### src/hw/lcd_cfg_params.svh
`ifndef LCD_CFG_PARAMS_SVH
`define LCD_CFG_PARAMS_SVH

// ----------------------------------------------------------------------
// register byte offsets on the apb window
// ----------------------------------------------------------------------
`define LCD_CLKS_OFF          12'h000
`define LCD_SUPPLY_OFF        12'h004
`define LCD_BLINK_OFF         12'h008

// ----------------------------------------------------------------------
// reset values
// ----------------------------------------------------------------------
`define LCD_CLKS_RST          8'h00
`define LCD_SUPPLY_RST        8'h00
`define LCD_BLINK_RST         8'h00

// ----------------------------------------------------------------------
// clock source register fields
// ----------------------------------------------------------------------
`define CLKS_SOURCE_BIT       7
`define CLKS_PRESCALE_BIT     6
`define CLKS_DIV_MSB          5
`define CLKS_DIV_LSB          0

// ----------------------------------------------------------------------
// supply register fields
// ----------------------------------------------------------------------
`define SUP_PUMP_EN_BIT       7
`define SUP_PUMP_MULT_BIT     6
`define SUP_PUMP_ADJ_MSB      5
`define SUP_PUMP_ADJ_LSB      4
`define SUP_HIGH_DRIVE_BIT    3
`define SUP_BYPASS_BIT        2
`define SUP_SOURCE_MSB        1
`define SUP_SOURCE_LSB        0

// ----------------------------------------------------------------------
// blink control register fields
// ----------------------------------------------------------------------
`define BLK_ENABLE_BIT        7
`define BLK_SCOPE_BIT         3
`define BLK_RATE_MSB          2
`define BLK_RATE_LSB          0

// ----------------------------------------------------------------------
// divider constants
// ----------------------------------------------------------------------
`define PRESCALE_DIV          16
`define PUMP_BASE_DIV         6
`define BLINK_EXP_BASE        5

`endif

### src/hw/lcd_cfg_pkg.sv
package lcd_cfg_pkg;

    typedef logic [11:0] apb_addr_type;
    typedef logic [31:0] apb_data_type;

    typedef enum logic [0:0] {
        blink_off,
        blink_run
    } blink_state_type;

endpackage

### src/hw/div_if.sv
`timescale 1ns/1ps

interface div_if #(
    parameter int W = 8
);
    logic         tick_in;
    logic         clear;
    logic [W-1:0] limit;
    logic         tick_out;

    modport stage (input tick_in, input clear, input limit, output tick_out);
    modport ctrl  (output tick_in, output clear, output limit, input tick_out);
endinterface

### src/hw/div_stage.sv
`timescale 1ns/1ps

module div_stage #(
    parameter int W = 8
) (
    input  wire logic i_clk,   // system clock
    input  wire logic i_srst,  // sync reset, active high
    input  wire logic i_ce,    // clock enable
    div_if.stage      bus      // tick in, limit, tick out
);
    logic [W-1:0] cnt_r;
    logic         hit;

    // ">=" so that lowering the limit mid-count never strands the counter
    assign hit          = bus.tick_in && (cnt_r >= bus.limit);
    assign bus.tick_out = hit;

    always_ff @(posedge i_clk) begin
        if (i_srst) begin
            cnt_r <= '0;
        end else if (i_ce) begin
            if (bus.clear || hit) begin
                cnt_r <= '0;
            end else if (bus.tick_in) begin
                cnt_r <= cnt_r + W'(1);
            end
        end
    end
endmodule // div_stage

### src/hw/lcd_cfg.sv
`timescale 1ns/1ps
`include "lcd_cfg_params.svh"

// How it works
// - bit 7 picks clock basis: 0 external reference, 1 bus clock (half generator output)
// - bit 6 set divides the selected source by 16 first
// - panel clock is source over prescale times divider field plus one
// - pump enable bit 7 turns pump on and forces internal third bias
// - supply bit 6 picks doubler (0) or tripler (1)
// - pump clock is panel clock over six times two to adjust plus one
// - supply bit 3 selects normal or high buffer drive
// - supply bit 2 keeps op amp buffer (0) or bypasses it (1)
// - supply bits 1:0 select internal or external panel supply
// - blink bit 7 starts or stops blinking at next frame start
// - scope bit 3: 0 blink-enabled segments only, 1 all; idle when off
// - blink rate is base clock over two to five plus rate
// - single-segment blink needs both on bit and blink-enable bit
// - module enable low leaves all segment outputs inactive

module lcd_cfg #(
    parameter int N_SEG = 164                           // segment count
) (
    input  wire logic                      i_clk,                    // system clock, generator output
    input  wire logic                      i_srst,                   // sync reset, active high
    input  wire logic                      i_ce,                     // clock enable, freezes all state
    input  wire logic                      i_psel,                   // apb select
    input  wire logic                      i_penable,                // apb enable
    input  wire logic                      i_pwrite,                 // apb direction
    input  wire lcd_cfg_pkg::apb_addr_type i_paddr,                  // apb byte address
    input  wire lcd_cfg_pkg::apb_data_type i_pwdata,                 // apb write data
    output lcd_cfg_pkg::apb_data_type      o_prdata,                 // apb read data
    output logic                           o_pready,                 // apb ready
    output logic                           o_pslverr,                // apb error, unmapped address
    input  wire logic                      i_external_reference_clock, // reference clock level
    input  wire logic                      i_panel_module_enable,    // module enable from command reg
    input  wire logic                      i_frame_start,            // pulse, first cycle of a frame
    input  wire logic                      i_wave_base_tick,         // pulse, waveform base clock
    input  wire logic [N_SEG-1:0]          i_seg_on,                 // on/off bank
    input  wire logic [N_SEG-1:0]          i_seg_blink_en,           // blink-enable bank
    output logic                           o_panel_clock_tick,       // pulse, panel clock
    output logic                           o_pump_clock_tick,        // pulse, charge pump clock
    output logic                           o_charge_pump_enable,     // pump on
    output logic                           o_bias_internal,          // internal third bias forced
    output logic                           o_pump_tripler,           // 1 tripler, 0 doubler
    output logic                           o_high_drive_buffer_select, // high buffer drive
    output logic                           o_buffer_bypass,          // op amp bypassed
    output logic [1:0]                     o_supply_source_select,   // supply source code
    output logic                           o_blink_active,           // blinking in force
    output logic                           o_blink_phase,            // 1 blanked half period
    output logic [N_SEG-1:0]               o_seg_drive               // segment shown
);
    import lcd_cfg_pkg::*;

    // ------------------------------------------------------------------
    // register file
    // ------------------------------------------------------------------
    logic [7:0] clks_r;
    logic [7:0] supply_r;
    logic [7:0] blink_ctl_r;
    logic       wr;
    logic       hit_clks;
    logic       hit_supply;
    logic       hit_blink;
    logic       mapped;

    assign hit_clks   = (i_paddr == `LCD_CLKS_OFF);
    assign hit_supply = (i_paddr == `LCD_SUPPLY_OFF);
    assign hit_blink  = (i_paddr == `LCD_BLINK_OFF);
    assign mapped     = hit_clks || hit_supply || hit_blink;
    // ready follows the clock enable so a frozen block stalls the bus
    assign o_pready   = i_ce;
    assign wr         = i_psel && i_penable && i_ce && i_pwrite && mapped;
    assign o_pslverr  = i_psel && i_penable && !mapped;

    always_ff @(posedge i_clk) begin
        if (i_srst) begin
            clks_r      <= `LCD_CLKS_RST;
            supply_r    <= `LCD_SUPPLY_RST;
            blink_ctl_r <= `LCD_BLINK_RST;
        end else if (wr) begin
            if (hit_clks) begin
                clks_r <= i_pwdata[7:0];
            end
            if (hit_supply) begin
                supply_r <= i_pwdata[7:0];
            end
            if (hit_blink) begin
                blink_ctl_r <= i_pwdata[7:0];
            end
        end
    end

    // read data held in a flop, loaded during the setup cycle
    always_ff @(posedge i_clk) begin
        if (i_srst) begin
            o_prdata <= '0;
        end else if (i_ce && i_psel && !i_penable && !i_pwrite) begin
            if (hit_clks) begin
                o_prdata <= {24'h000000, clks_r};
            end else if (hit_supply) begin
                o_prdata <= {24'h000000, supply_r};
            end else if (hit_blink) begin
                o_prdata <= {24'h000000, blink_ctl_r};
            end else begin
                o_prdata <= '0;
            end
        end
    end

    // ------------------------------------------------------------------
    // panel clock source and dividers
    // ------------------------------------------------------------------
    logic bus_phase_r;
    logic ext_ref_d_r;
    logic bus_tick;
    logic ext_tick;
    logic src_tick;
    logic adj_in_tick;
    logic panel_tick;
    logic pump_tick;

    // bus clock runs at half the generator output; reference is edge detected
    always_ff @(posedge i_clk) begin
        if (i_srst) begin
            bus_phase_r <= 1'b0;
            ext_ref_d_r <= 1'b0;
        end else if (i_ce) begin
            bus_phase_r <= !bus_phase_r;
            ext_ref_d_r <= i_external_reference_clock;
        end
    end

    assign bus_tick = bus_phase_r;
    assign ext_tick = i_external_reference_clock && !ext_ref_d_r;
    assign src_tick = clks_r[`CLKS_SOURCE_BIT] ? bus_tick : ext_tick;

    div_if #(.W(4)) pre_bus ();
    div_if #(.W(6)) adj_bus ();
    div_if #(.W(7)) pump_bus ();
    div_if #(.W(12)) blk_bus ();

    assign pre_bus.tick_in = src_tick;
    assign pre_bus.clear   = !clks_r[`CLKS_PRESCALE_BIT];
    assign pre_bus.limit   = 4'(`PRESCALE_DIV - 1);

    div_stage #(.W(4)) u_prescale (
        .i_clk  (i_clk),
        .i_srst (i_srst),
        .i_ce   (i_ce),
        .bus    (pre_bus)
    );

    assign adj_in_tick     = clks_r[`CLKS_PRESCALE_BIT] ? pre_bus.tick_out : src_tick;
    assign adj_bus.tick_in = adj_in_tick;
    assign adj_bus.clear   = 1'b0;
    assign adj_bus.limit   = clks_r[`CLKS_DIV_MSB:`CLKS_DIV_LSB];

    div_stage #(.W(6)) u_clkadj (
        .i_clk  (i_clk),
        .i_srst (i_srst),
        .i_ce   (i_ce),
        .bus    (adj_bus)
    );

    assign panel_tick       = adj_bus.tick_out;
    assign pump_bus.tick_in = panel_tick;
    assign pump_bus.clear   = !supply_r[`SUP_PUMP_EN_BIT];
    // six times two to the (adjust plus one): 12, 24, 48 or 96 panel ticks
    assign pump_bus.limit   = 7'((8'(`PUMP_BASE_DIV)
                              << (3'(supply_r[`SUP_PUMP_ADJ_MSB:`SUP_PUMP_ADJ_LSB]) + 3'd1))
                              - 8'd1);

    div_stage #(.W(7)) u_pump (
        .i_clk  (i_clk),
        .i_srst (i_srst),
        .i_ce   (i_ce),
        .bus    (pump_bus)
    );

    assign pump_tick = pump_bus.tick_out;

    always_ff @(posedge i_clk) begin
        if (i_srst) begin
            o_panel_clock_tick <= 1'b0;
            o_pump_clock_tick  <= 1'b0;
        end else if (i_ce) begin
            o_panel_clock_tick <= panel_tick;
            o_pump_clock_tick  <= pump_tick;
        end
    end

    // ------------------------------------------------------------------
    // supply and bias controls
    // ------------------------------------------------------------------
    assign o_charge_pump_enable       = supply_r[`SUP_PUMP_EN_BIT];
    assign o_bias_internal            = supply_r[`SUP_PUMP_EN_BIT];
    assign o_pump_tripler             = supply_r[`SUP_PUMP_MULT_BIT];
    assign o_high_drive_buffer_select = supply_r[`SUP_HIGH_DRIVE_BIT];
    assign o_buffer_bypass            = supply_r[`SUP_BYPASS_BIT];
    assign o_supply_source_select     = supply_r[`SUP_SOURCE_MSB:`SUP_SOURCE_LSB];

    // ------------------------------------------------------------------
    // blink controller
    // ------------------------------------------------------------------
    blink_state_type blink_state_r;
    blink_state_type blink_state_nxt;
    logic            blink_phase_r;
    logic            frame_go;

    assign frame_go = i_frame_start && i_ce;

    always_comb begin
        blink_state_nxt = blink_state_r;
        case (blink_state_r)
            blink_off: begin
                if (frame_go && blink_ctl_r[`BLK_ENABLE_BIT]) begin
                    blink_state_nxt = blink_run;
                end
            end
            blink_run: begin
                if (frame_go && !blink_ctl_r[`BLK_ENABLE_BIT]) begin
                    blink_state_nxt = blink_off;
                end
            end
            default: begin
                blink_state_nxt = blink_off;
            end
        endcase
    end

    always_ff @(posedge i_clk) begin
        if (i_srst) begin
            blink_state_r <= blink_off;
        end else if (i_ce) begin
            blink_state_r <= blink_state_nxt;
        end
    end

    // half period 2^(4+rate) base ticks, full period 2^(5+rate)
    assign blk_bus.tick_in = i_wave_base_tick && (blink_state_r == blink_run);
    assign blk_bus.clear   = (blink_state_r == blink_off);
    assign blk_bus.limit   = 12'((13'h0001 << (4'(`BLINK_EXP_BASE - 1)
                             + 4'(blink_ctl_r[`BLK_RATE_MSB:`BLK_RATE_LSB]))) - 13'h0001);

    div_stage #(.W(12)) u_blink (
        .i_clk  (i_clk),
        .i_srst (i_srst),
        .i_ce   (i_ce),
        .bus    (blk_bus)
    );

    always_ff @(posedge i_clk) begin
        if (i_srst) begin
            blink_phase_r <= 1'b0;
        end else if (i_ce) begin
            if (blink_state_r == blink_off) begin
                blink_phase_r <= 1'b0;
            end else if (blk_bus.tick_out) begin
                blink_phase_r <= !blink_phase_r;
            end
        end
    end

    assign o_blink_active = (blink_state_r == blink_run);
    assign o_blink_phase  = blink_phase_r;

    // ------------------------------------------------------------------
    // segment gating
    // ------------------------------------------------------------------
    logic [N_SEG-1:0] blank_mask;

    always_comb begin
        blank_mask = '0;
        if (blink_state_r == blink_run && blink_phase_r) begin
            if (blink_ctl_r[`BLK_SCOPE_BIT]) begin
                blank_mask = '1;
            end else begin
                blank_mask = i_seg_blink_en;
            end
        end
    end

    always_ff @(posedge i_clk) begin
        if (i_srst) begin
            o_seg_drive <= '0;
        end else if (i_ce) begin
            if (!i_panel_module_enable) begin
                o_seg_drive <= '0;
            end else begin
                o_seg_drive <= i_seg_on & ~blank_mask;
            end
        end
    end
endmodule // lcd_cfg

### config.mk
export PLATFORM = sky130hd
export DESIGN_NAME = lcd_cfg
export DESIGN_NICKNAME = d
export VERILOG_FILES = /design/src/hw/lcd_cfg_pkg.sv /design/src/hw/div_if.sv /design/src/hw/div_stage.sv /design/src/hw/lcd_cfg.sv
export VERILOG_INCLUDE_DIRS = /design/src /design/src/hw
export SDC_FILE = /design/constraint.sdc
export NUM_CORES = 1
export LEC_CHECK = 0
export ABC_CLOCK_PERIOD_IN_PS = 4050
export BUFFER_PORTS_ARGS = -buffer_cell sky130_fd_sc_hd__buf_2
export CAP_MARGIN = 10
export CORE_AREA = 4 4 227 229
export CTS_CLUSTER_DIAMETER = 120
export CTS_CLUSTER_SIZE = 12
export DETAILED_ROUTE_END_ITERATION = 10
export DIE_AREA = 0 0 231 233
export HOLD_SLACK_MARGIN = 0.08
export MAX_ROUTING_LAYER = met4
export PLACE_DENSITY = 0.49
export SYNTH_ARGS = -nofsm -noshare
export SYNTH_HDL_FRONTEND = slang
export SYNTH_HIERARCHICAL = 1
export SYNTH_SLANG_ARGS = --single-unit
### constraint.sdc
create_clock -name i_clk -period 4.05 [get_ports i_clk]
set_input_delay 0.6075 -clock i_clk [delete_from_list [all_inputs] [get_ports i_clk]]
set_output_delay 0.6075 -clock i_clk [all_outputs]
set_load 0.01 [all_outputs]
==> results.py, run 1 <==
metrics = {
    "cts": {
        "holdBufCountCts": 0,
        "clock_insertion_delay_worst_skew_ns": 0.53,
        "cts_setup_buffers": 0,
        "clock_sink_count": 231,
        "clock_tree.buffer_depth": 3,
        "cts.clk_slew.worst_paths_ns": 0.06,
        "cts_tree": "done",
        "clk_tree_root_cell": "clkbuf_16",
        "cts_made_buffers": 23,
        "clock_tree.htree_level_count": 1,
        "cts.repair.resized": 0,
    },
    "die": {
        "die-width_um": 231,
        "floorplan.die_area_um2": 53800,
        "ioPinCount": 591,
        "die_height_um": 233,
        "num_rows": 82,
        "core-area_um2": 49700,
        "floorplan.initialDensity_pct": 21.5,
    },
    "cells_and_area": {
        "area.growth.synth_to_final_pct": 36.6,
        "final_net_count": 2124,
        "share_of_final_layout_standard_cells_stronger_than_drive_strength_1_pct": 35.9,
    },
    "power_and_ir_drop": {
        "power_leakage_nw": 6.50,
        "power-per-cell-area_nw_per_um2": 339,
        "vdd.ir_drop.worst_mv": 0.212,
    },
    "sta": {
        "final_max_slew_viol_count": 0,
        "final_setup_tns_ns": 0,
        "clock_skew_ns": 0.0110,
        "timing.final.crit_period_ns": 3.00,
        "worst_hold_slack_ns": 0.330,
        "achievable-frequency_mhz": 333,
        "slew-limit-headroom_pct": 31.4,
        "tightestPinTransition_ns": 1.02,
        "hold_violations": 0,
        "timing.final.setup_violations": 0,
        "timing.final.crit_share_pct": 74.2,
        "rsz_0062_raised_after_global_routing": "no",
    },
    "yosys": {
        "synth_async_sr_flop_share_pct": 0,
        "postSynthRegisterBits": 231,
        "synth.yosys.seq_area_share_pct": 43.4,
        "synthesis.area_um2": 10700,
        "synth-main-ff-cell": "dfxtp_1",
        "netlist.area_leader.share_pct": 43.4,
        "post_synth.cell_area_avg_um2": 8.74,
        "synth_enable_flop_cells": 0,
        "synthTopCellsByArea": "dfxtp_1 43%, a32oi_1 13%, o21ai_0 8.0%",
        "synthesis.instances": 1220,
        "ys_warn_count": 6,
        "yosysUniqueCellTypes": 68,
        "synth_top_cell_by_area": "dfxtp_1",
    },
    "global_routing": {
        "grt_first_pass_wirelength_um": 65500,
        "grt_max_degree": 91,
        "first_global_vias": 11100,
        "antenna_found_initial": 9,
        "grt_util_overall_pct": 15.7,
        "overflow": 0,
    },
    "min_path": {
        "end_point_of_the_most_critical_hold_path": "o_seg_drive[74]$_SDFFE_PP0P_",
        "holdCritPathClass": "in2reg",
        "holdCritStartpoint": "i_seg_on[74]",
        "hold-path-cell-count": 3,
    },
    "worst_setup_path": {
        "criticalPathCategory": "reg2reg",
        "r2r_setup_slack_ns": 1.05,
        "cp-end-kind": "flip-flop",
        "r2r_end": "u_pump/cnt_r[1]$_SDFFE_PP0P_",
        "cp.arrival_ns": 3.46,
        "crit_required_ns": 4.51,
        "ff2ff_path_depth": 12,
        "setup.worst_path.start_class": "flip-flop",
        "crit-reg2reg-launch": "u_prescale/cnt_r[0]$_SDFFE_PP0P_",
        "crit_fanout": 7,
    },
    "detailed_routing": {
        "drc_errors": 0,
        "detail_route.vias_per_cell": 4.67,
        "drtPass1Iterations": 5,
        "antenna_left": 0,
        "detail_route.wirelength_um": 43900,
        "drt_first_iter_violations": 468,
        "detailroute.via_count": 11200,
        "routedWlPerCell_um": 18.4,
    },
    "run": {
        "timing.max_cap.violations": 0,
    },
    "outcome": {
        "outcome": "completed",
    },
    "placement": {
        "port-buffer-count": 542,
        "place.detailed.hpwl_um": 32100,
        "routabilityCongestion": 0.854,
    },
}
[worst max path at each step]
stage	slack, ns	start	depth (start not counted)	endpoint
after floorplan	1.36	u_prescale/cnt_r[0]$_SDFFE_PP0P_	12	u_pump/cnt_r[1]$_SDFFE_PP0P_
after global placement	0.99	i_external_reference_clock	12	u_pump/cnt_r[6]$_SDFFE_PP0P_
after detailed placement	0.94	i_external_reference_clock	12	u_pump/cnt_r[6]$_SDFFE_PP0P_
after CTS	1.03	u_prescale/cnt_r[1]$_SDFFE_PP0P_	11	u_pump/cnt_r[1]$_SDFFE_PP0P_
after global routing	0.71	u_prescale/cnt_r[0]$_SDFFE_PP0P_	12	u_pump/cnt_r[1]$_SDFFE_PP0P_
final	1.05	u_prescale/cnt_r[0]$_SDFFE_PP0P_	12	u_pump/cnt_r[1]$_SDFFE_PP0P_
[metrics by stage]
stage	cell area, um^2	util, %	std cells	setup slack [ns]	total power [mW]
floorplan	10800	-	1257	1.36	2.68
global placement	13900	28.0	2356	0.986	2.98
detailed placement	13900	28.0	2356	0.940	2.99
CTS	14500	29.3	2384	1.03	5.04
global route	14600	29.3	2392	0.709	5.18
finish	14600	29.3	2392	1.05	4.94
[per-layer routing]
layer / wire length, um / vias up / global-route usage [%]
met4: 913 / 0 / 4.25
met2: 22000 / 389 / 26.1
met1: 17800 / 5337 / 18.8
li1: - / 5399 / -
met3: 3260 / 54 / 4.35
met5: 0 / - / -
[sequential cells by signal (all words and copies together), names as in the netlist, named ones only]
name,count
o_panel_clock_tick,1
u_clkadj/cnt_r,6
bus_phase_r,1
o_blink_phase,1
o_pump_clock_tick,1
u_pump/cnt_r,7
o_prdata,8
blink_ctl_r,8
clks_r,8
ext_ref_d_r,1
o_seg_drive,164
u_blink/cnt_r,12
u_prescale/cnt_r,4
supply_r,8
[cell usage after synthesis, types with 14 or more instances]
library cell and instances:
a32oi_1 163, mux2i_1 27, dfxtp_1 231, inv_1 38
nand2_1 28, o21ai_0 170, xnor2_1 14, ha_1 33
buf_4 28, a21oi_1 18, clkbuf_1 84, nor2_1 226
[area by class of cell]
class | instances | area [um^2]
Clock inverter | 3 | 43.8
Antenna cell | 8 | 20.0
Fill cell | 5426 | 35100
Clock buffer | 25 | 593
Timing Repair Buffer | 557 | 2890
Tap cell | 672 | 841
Sequential cell | 231 | 4630
Inverter | 38 | 145
Multi-Input combinational cell | 858 | 5400
[layout by cell type, fill, tap and decap left out, types with 6 or more instances in the layout]
cell and count:
buf_4 10, a21oi_1 18, a22oi_1 8, nor2_1 226, o21ai_0 170, xnor2_1 14, nand3_1 10, o31ai_1 9
inv_1 37, dfxtp_1 230, ha_1 33, mux2i_1 27, diode_2 8, nand2b_1 11, nand4_1 9, nor3_1 6
clkbuf_16 23, conb_1 39, a32oi_1 163, xor2_1 8, buf_2 541, nand2_1 28
[logic make-up (layout without fill, tap and decap cells)]
| family | count (synthesis) | after routing | share of synthesized area, % |
|---|---|---|---|
| simple gates | 329 | 329 | 14.0 |
| buf+inv | 168 | 623 | 7.36 |
| compound gates | 407 | 407 | 26.9 |
| flops | 231 | 231 | 43.4 |
| fa+ha+maj | 33 | 33 | 3.87 |
| mux | 28 | 28 | 2.64 |
| xor+xnor | 22 | 22 | 1.81 |
| other cells | 2 | 47 | 0.0704 |
[power breakdown]
group	switching (mW)	leakage, nW	internal, mW
Sequential	0.0362	1.88	2.34
Clock	0.915	0.314	1.09
Combinational	0.309	4.30	0.252
Total	1.26	6.50	3.68
[worst max-delay path, stage by stage, from the launching register on]
cell and delay [ns]:
dfxtp_1 0.33, inv_1 0.08, ha_1 0.23, nor3b_2 0.22, o21ai_0 0.11, and2_1 0.16
mux2_2 0.31, and3_4 0.20, a22oi_2 0.18, o21ai_1 0.20, o21ai_0 0.37, or2b_1 0.37
o22ai_1 0.17
No activity file was read; power rests on OpenSTA's default activity.
==> run 2, diff against run 1 <==
ABC_CLOCK_PERIOD_IN_PS = 2580   (was 4050)
PLACE_DENSITY = 0.5   (was 0.49)
clock period = 2.58 ns   (was 4.05 ns; I/O delays follow)
==> results.py, run 2 (synthesized netlist as in run 1, its figures left out) <==
metrics = {
    "cts": {
        "clock_insertion_delay_worst_skew_ns": 0.55,
        "cts_tree": "done",
        "clock_tree.htree_level_count": 1,
        "cts.clk_slew.worst_paths_ns": 0.06,
        "cts_made_buffers": 23,
        "clock_sink_count": 231,
        "clk_tree_root_cell": "clkbuf_16",
        "clock_tree.buffer_depth": 3,
    },
    "global_routing": {
        "first_global_vias": 11700,
        "grt_util_overall_pct": 15.5,
        "met2_usage_pct": 26.1,
        "grt_max_degree": 88,
        "antenna_found_initial": 1,
        "grt_first_pass_wirelength_um": 66000,
        "groute.layer.met3.usage_pct": 3.69,
        "gr_util_met1_pct": 18.2,
        "overflow": 0,
        "grt-busiest-layer": "met2",
    },
    "detailed_routing": {
        "detail_route.vias_per_cell": 4.70,
        "drc_errors": 0,
        "detailroute.via_count": 11600,
        "drt_first_iter_violations": 651,
        "detail_route.wirelength_um": 43800,
        "routedWlPerCell_um": 17.7,
        "antenna_left": 0,
        "drtPass1Iterations": 5,
    },
    "worst_setup_path": {
        "crit_fanout": 4,
        "crit_path_top_delay_cell": "dfxtp_2",
        "critical-path-top-delay-family": "compound AO/OA/AOI/OAI gates",
        "cp-end-kind": "flip-flop",
        "critical_path.n_buffers_inverters": 2,
        "cp.arrival_ns": 2.96,
        "crit_required_ns": 3.00,
        "crit-reg2reg-launch": "u_prescale/cnt_r[0]$_SDFFE_PP0P_",
        "r2r_setup_slack_ns": 0.04,
        "critical_path.cell_chain": "inv_2 > ha_4 > nor3b_4 > o21ai_1 > and2_1 > mux2_4 > and3_4 > a22oi_2 > o21ai_2 > o211ai_1 > buf_4 > nor3_2 > xnor2_1 > a21oi_1",
        "r2r_end": "u_pump/cnt_r[6]$_SDFFE_PP0P_",
        "setup.worst_path.start_class": "flip-flop",
        "ff2ff_path_depth": 14,
        "criticalPathCategory": "reg2reg",
        "maximum_cell_stage_delay_along_the_critical_path_ns": 0.33,
    },
    "min_path": {
        "end_point_of_the_most_critical_hold_path": "o_seg_drive[120]$_SDFFE_PP0P_",
        "hold-path-cell-count": 3,
        "holdCritPathClass": "in2reg",
        "holdCritStartpoint": "i_seg_on[120]",
    },
    "die": {
        "floorplan.initialDensity_pct": 21.5,
        "die-width_um": 231,
        "num_rows": 82,
        "die_height_um": 233,
        "floorplan.die_area_um2": 53800,
        "ioPinCount": 591,
        "core-area_um2": 49700,
    },
    "sta": {
        "final_setup_tns_ns": 0,
        "slew-limit-headroom_pct": 49.6,
        "timing.final.setup_violations": 0,
        "hold_violations": 0,
        "timing.final.crit_share_pct": 98.4,
        "final_max_slew_viol_count": 0,
        "achievable-frequency_mhz": 394,
        "clock_skew_ns": 0.0266,
        "tightestPinTransition_ns": 0.752,
        "rsz_0062_raised_after_global_routing": "yes",
        "timing.final.crit_period_ns": 2.54,
    },
    "cells_and_area": {
        "share_of_final_layout_standard_cells_stronger_than_drive_strength_1_pct": 36.0,
        "layout.cells.most_common": "buf_2",
        "commonest_cells_after_routing_fill_and_taps_aside": "541 x buf_2, 228 x dfxtp_1, 226 x nor2_1, 168 x o21ai_0, 163 x a32oi_1",
        "area.growth.synth_to_final_pct": 45.3,
        "final_net_count": 2215,
        "largest_register_ff_count": 164,
        "largest_registers": "o_seg_drive (164), u_blink/cnt_r (12)",
        "registers.top_by_ff_count": "o_seg_drive",
        "finalNonFillerCells": 2474,
    },
    "run": {
        "timing.max_cap.violations": 0,
    },
    "power_and_ir_drop": {
        "vdd.ir_drop.worst_mv": 0.377,
        "power-per-cell-area_nw_per_um2": 502,
        "power_leakage_nw": 6.91,
        "p_total_mw": 7.78,
    },
    "placement": {
        "dp.cells": 2380,
        "port-buffer-count": 542,
        "place.detailed.hpwl_um": 31800,
        "routabilityCongestion": 0.848,
    },
    "outcome": {
        "outcome": "completed",
    },
}
-- run 2: worst max path at each step --
stage          depth (start not counted)                           end  slack [ns]                        startpoint
2_1_floorplan                         12  u_pump/cnt_r[1]$_SDFFE_PP0P_        0.02  u_prescale/cnt_r[0]$_SDFFE_PP0P_
3_3_place_gp                          13  u_pump/cnt_r[6]$_SDFFE_PP0P_       -0.04  u_prescale/cnt_r[0]$_SDFFE_PP0P_
3_5_place_dp                          13  u_pump/cnt_r[6]$_SDFFE_PP0P_       -0.04  u_prescale/cnt_r[0]$_SDFFE_PP0P_
4_1_cts                               12  u_pump/cnt_r[1]$_SDFFE_PP0P_        0.02  u_prescale/cnt_r[0]$_SDFFE_PP0P_
5_1_grt                               14  u_pump/cnt_r[3]$_SDFFE_PP0P_       -0.14  u_prescale/cnt_r[0]$_SDFFE_PP0P_
6_report                              14  u_pump/cnt_r[6]$_SDFFE_PP0P_        0.04  u_prescale/cnt_r[0]$_SDFFE_PP0P_
-- run 2: power breakdown --
part | switching (mW) | internal, mW | total [mW] | leakage, nW
clock | 1.46 | 1.59 | 3.05 | 0.295
combinational | 0.518 | 0.486 | 1.00 | 4.74
sequential | 0.0568 | 3.67 | 3.72 | 1.88
total | 2.04 | 5.74 | 7.78 | 6.91
-- run 2: worst reg2reg max path: cells and delay by family, from the launching register on --
family	cells	cell delay [ns]
compound gates	5	0.65
simple gates	4	0.58
flops	1	0.33
mux	1	0.27
buf+inv	2	0.24
fa+ha+maj	1	0.20
xor+xnor	1	0.15
-- run 2: cell type report --
type / instances / area, um^2
Fill cell: 5356 / 34200
Multi-Input combinational cell: 858 / 5460
Sequential cell: 231 / 4630
Timing Repair Buffer: 648 / 3820
Tap cell: 672 / 841
Clock buffer: 24 / 579
Inverter: 38 / 145
Clock inverter: 2 / 20.0
Antenna cell: 1 / 2.50
-- run 2: metrics by stage --
step	instance area, um^2	setup WS, ns	hold WS [ns]	util [%]
2_1_floorplan	10800	0.0157	0.451	-
3_3_place_gp	14200	-0.0429	0.442	28.5
3_5_place_dp	14200	-0.0375	0.439	28.5
4_1_cts	15400	0.0237	0.0801	31.1
5_1_grt	15500	-0.139	0.106	31.2
6_report	15500	0.0411	0.111	31.2
-- run 2: repair_timing --
item / 4_1_cts / 5_1_grt
setup endpoints to repair: 6 / 7
hold endpoints to repair: 66 / 0
buffers inserted: 1 / 0
pin swaps: 1 / 8
cloned: 0 / 0
resized for setup: 2 / 10
hold buffers: 66 / 0
-- run 2: per-layer routing --
metal | wire length, um | vias to the layer above | share of wire [%]
met5 | 0 | - | 0
met4 | 1550 | 0 | 3.5
met3 | 3130 | 88 | 7.2
met2 | 21700 | 443 | 50
met1 | 17400 | 5534 | 40
li1 | - | 5572 | -
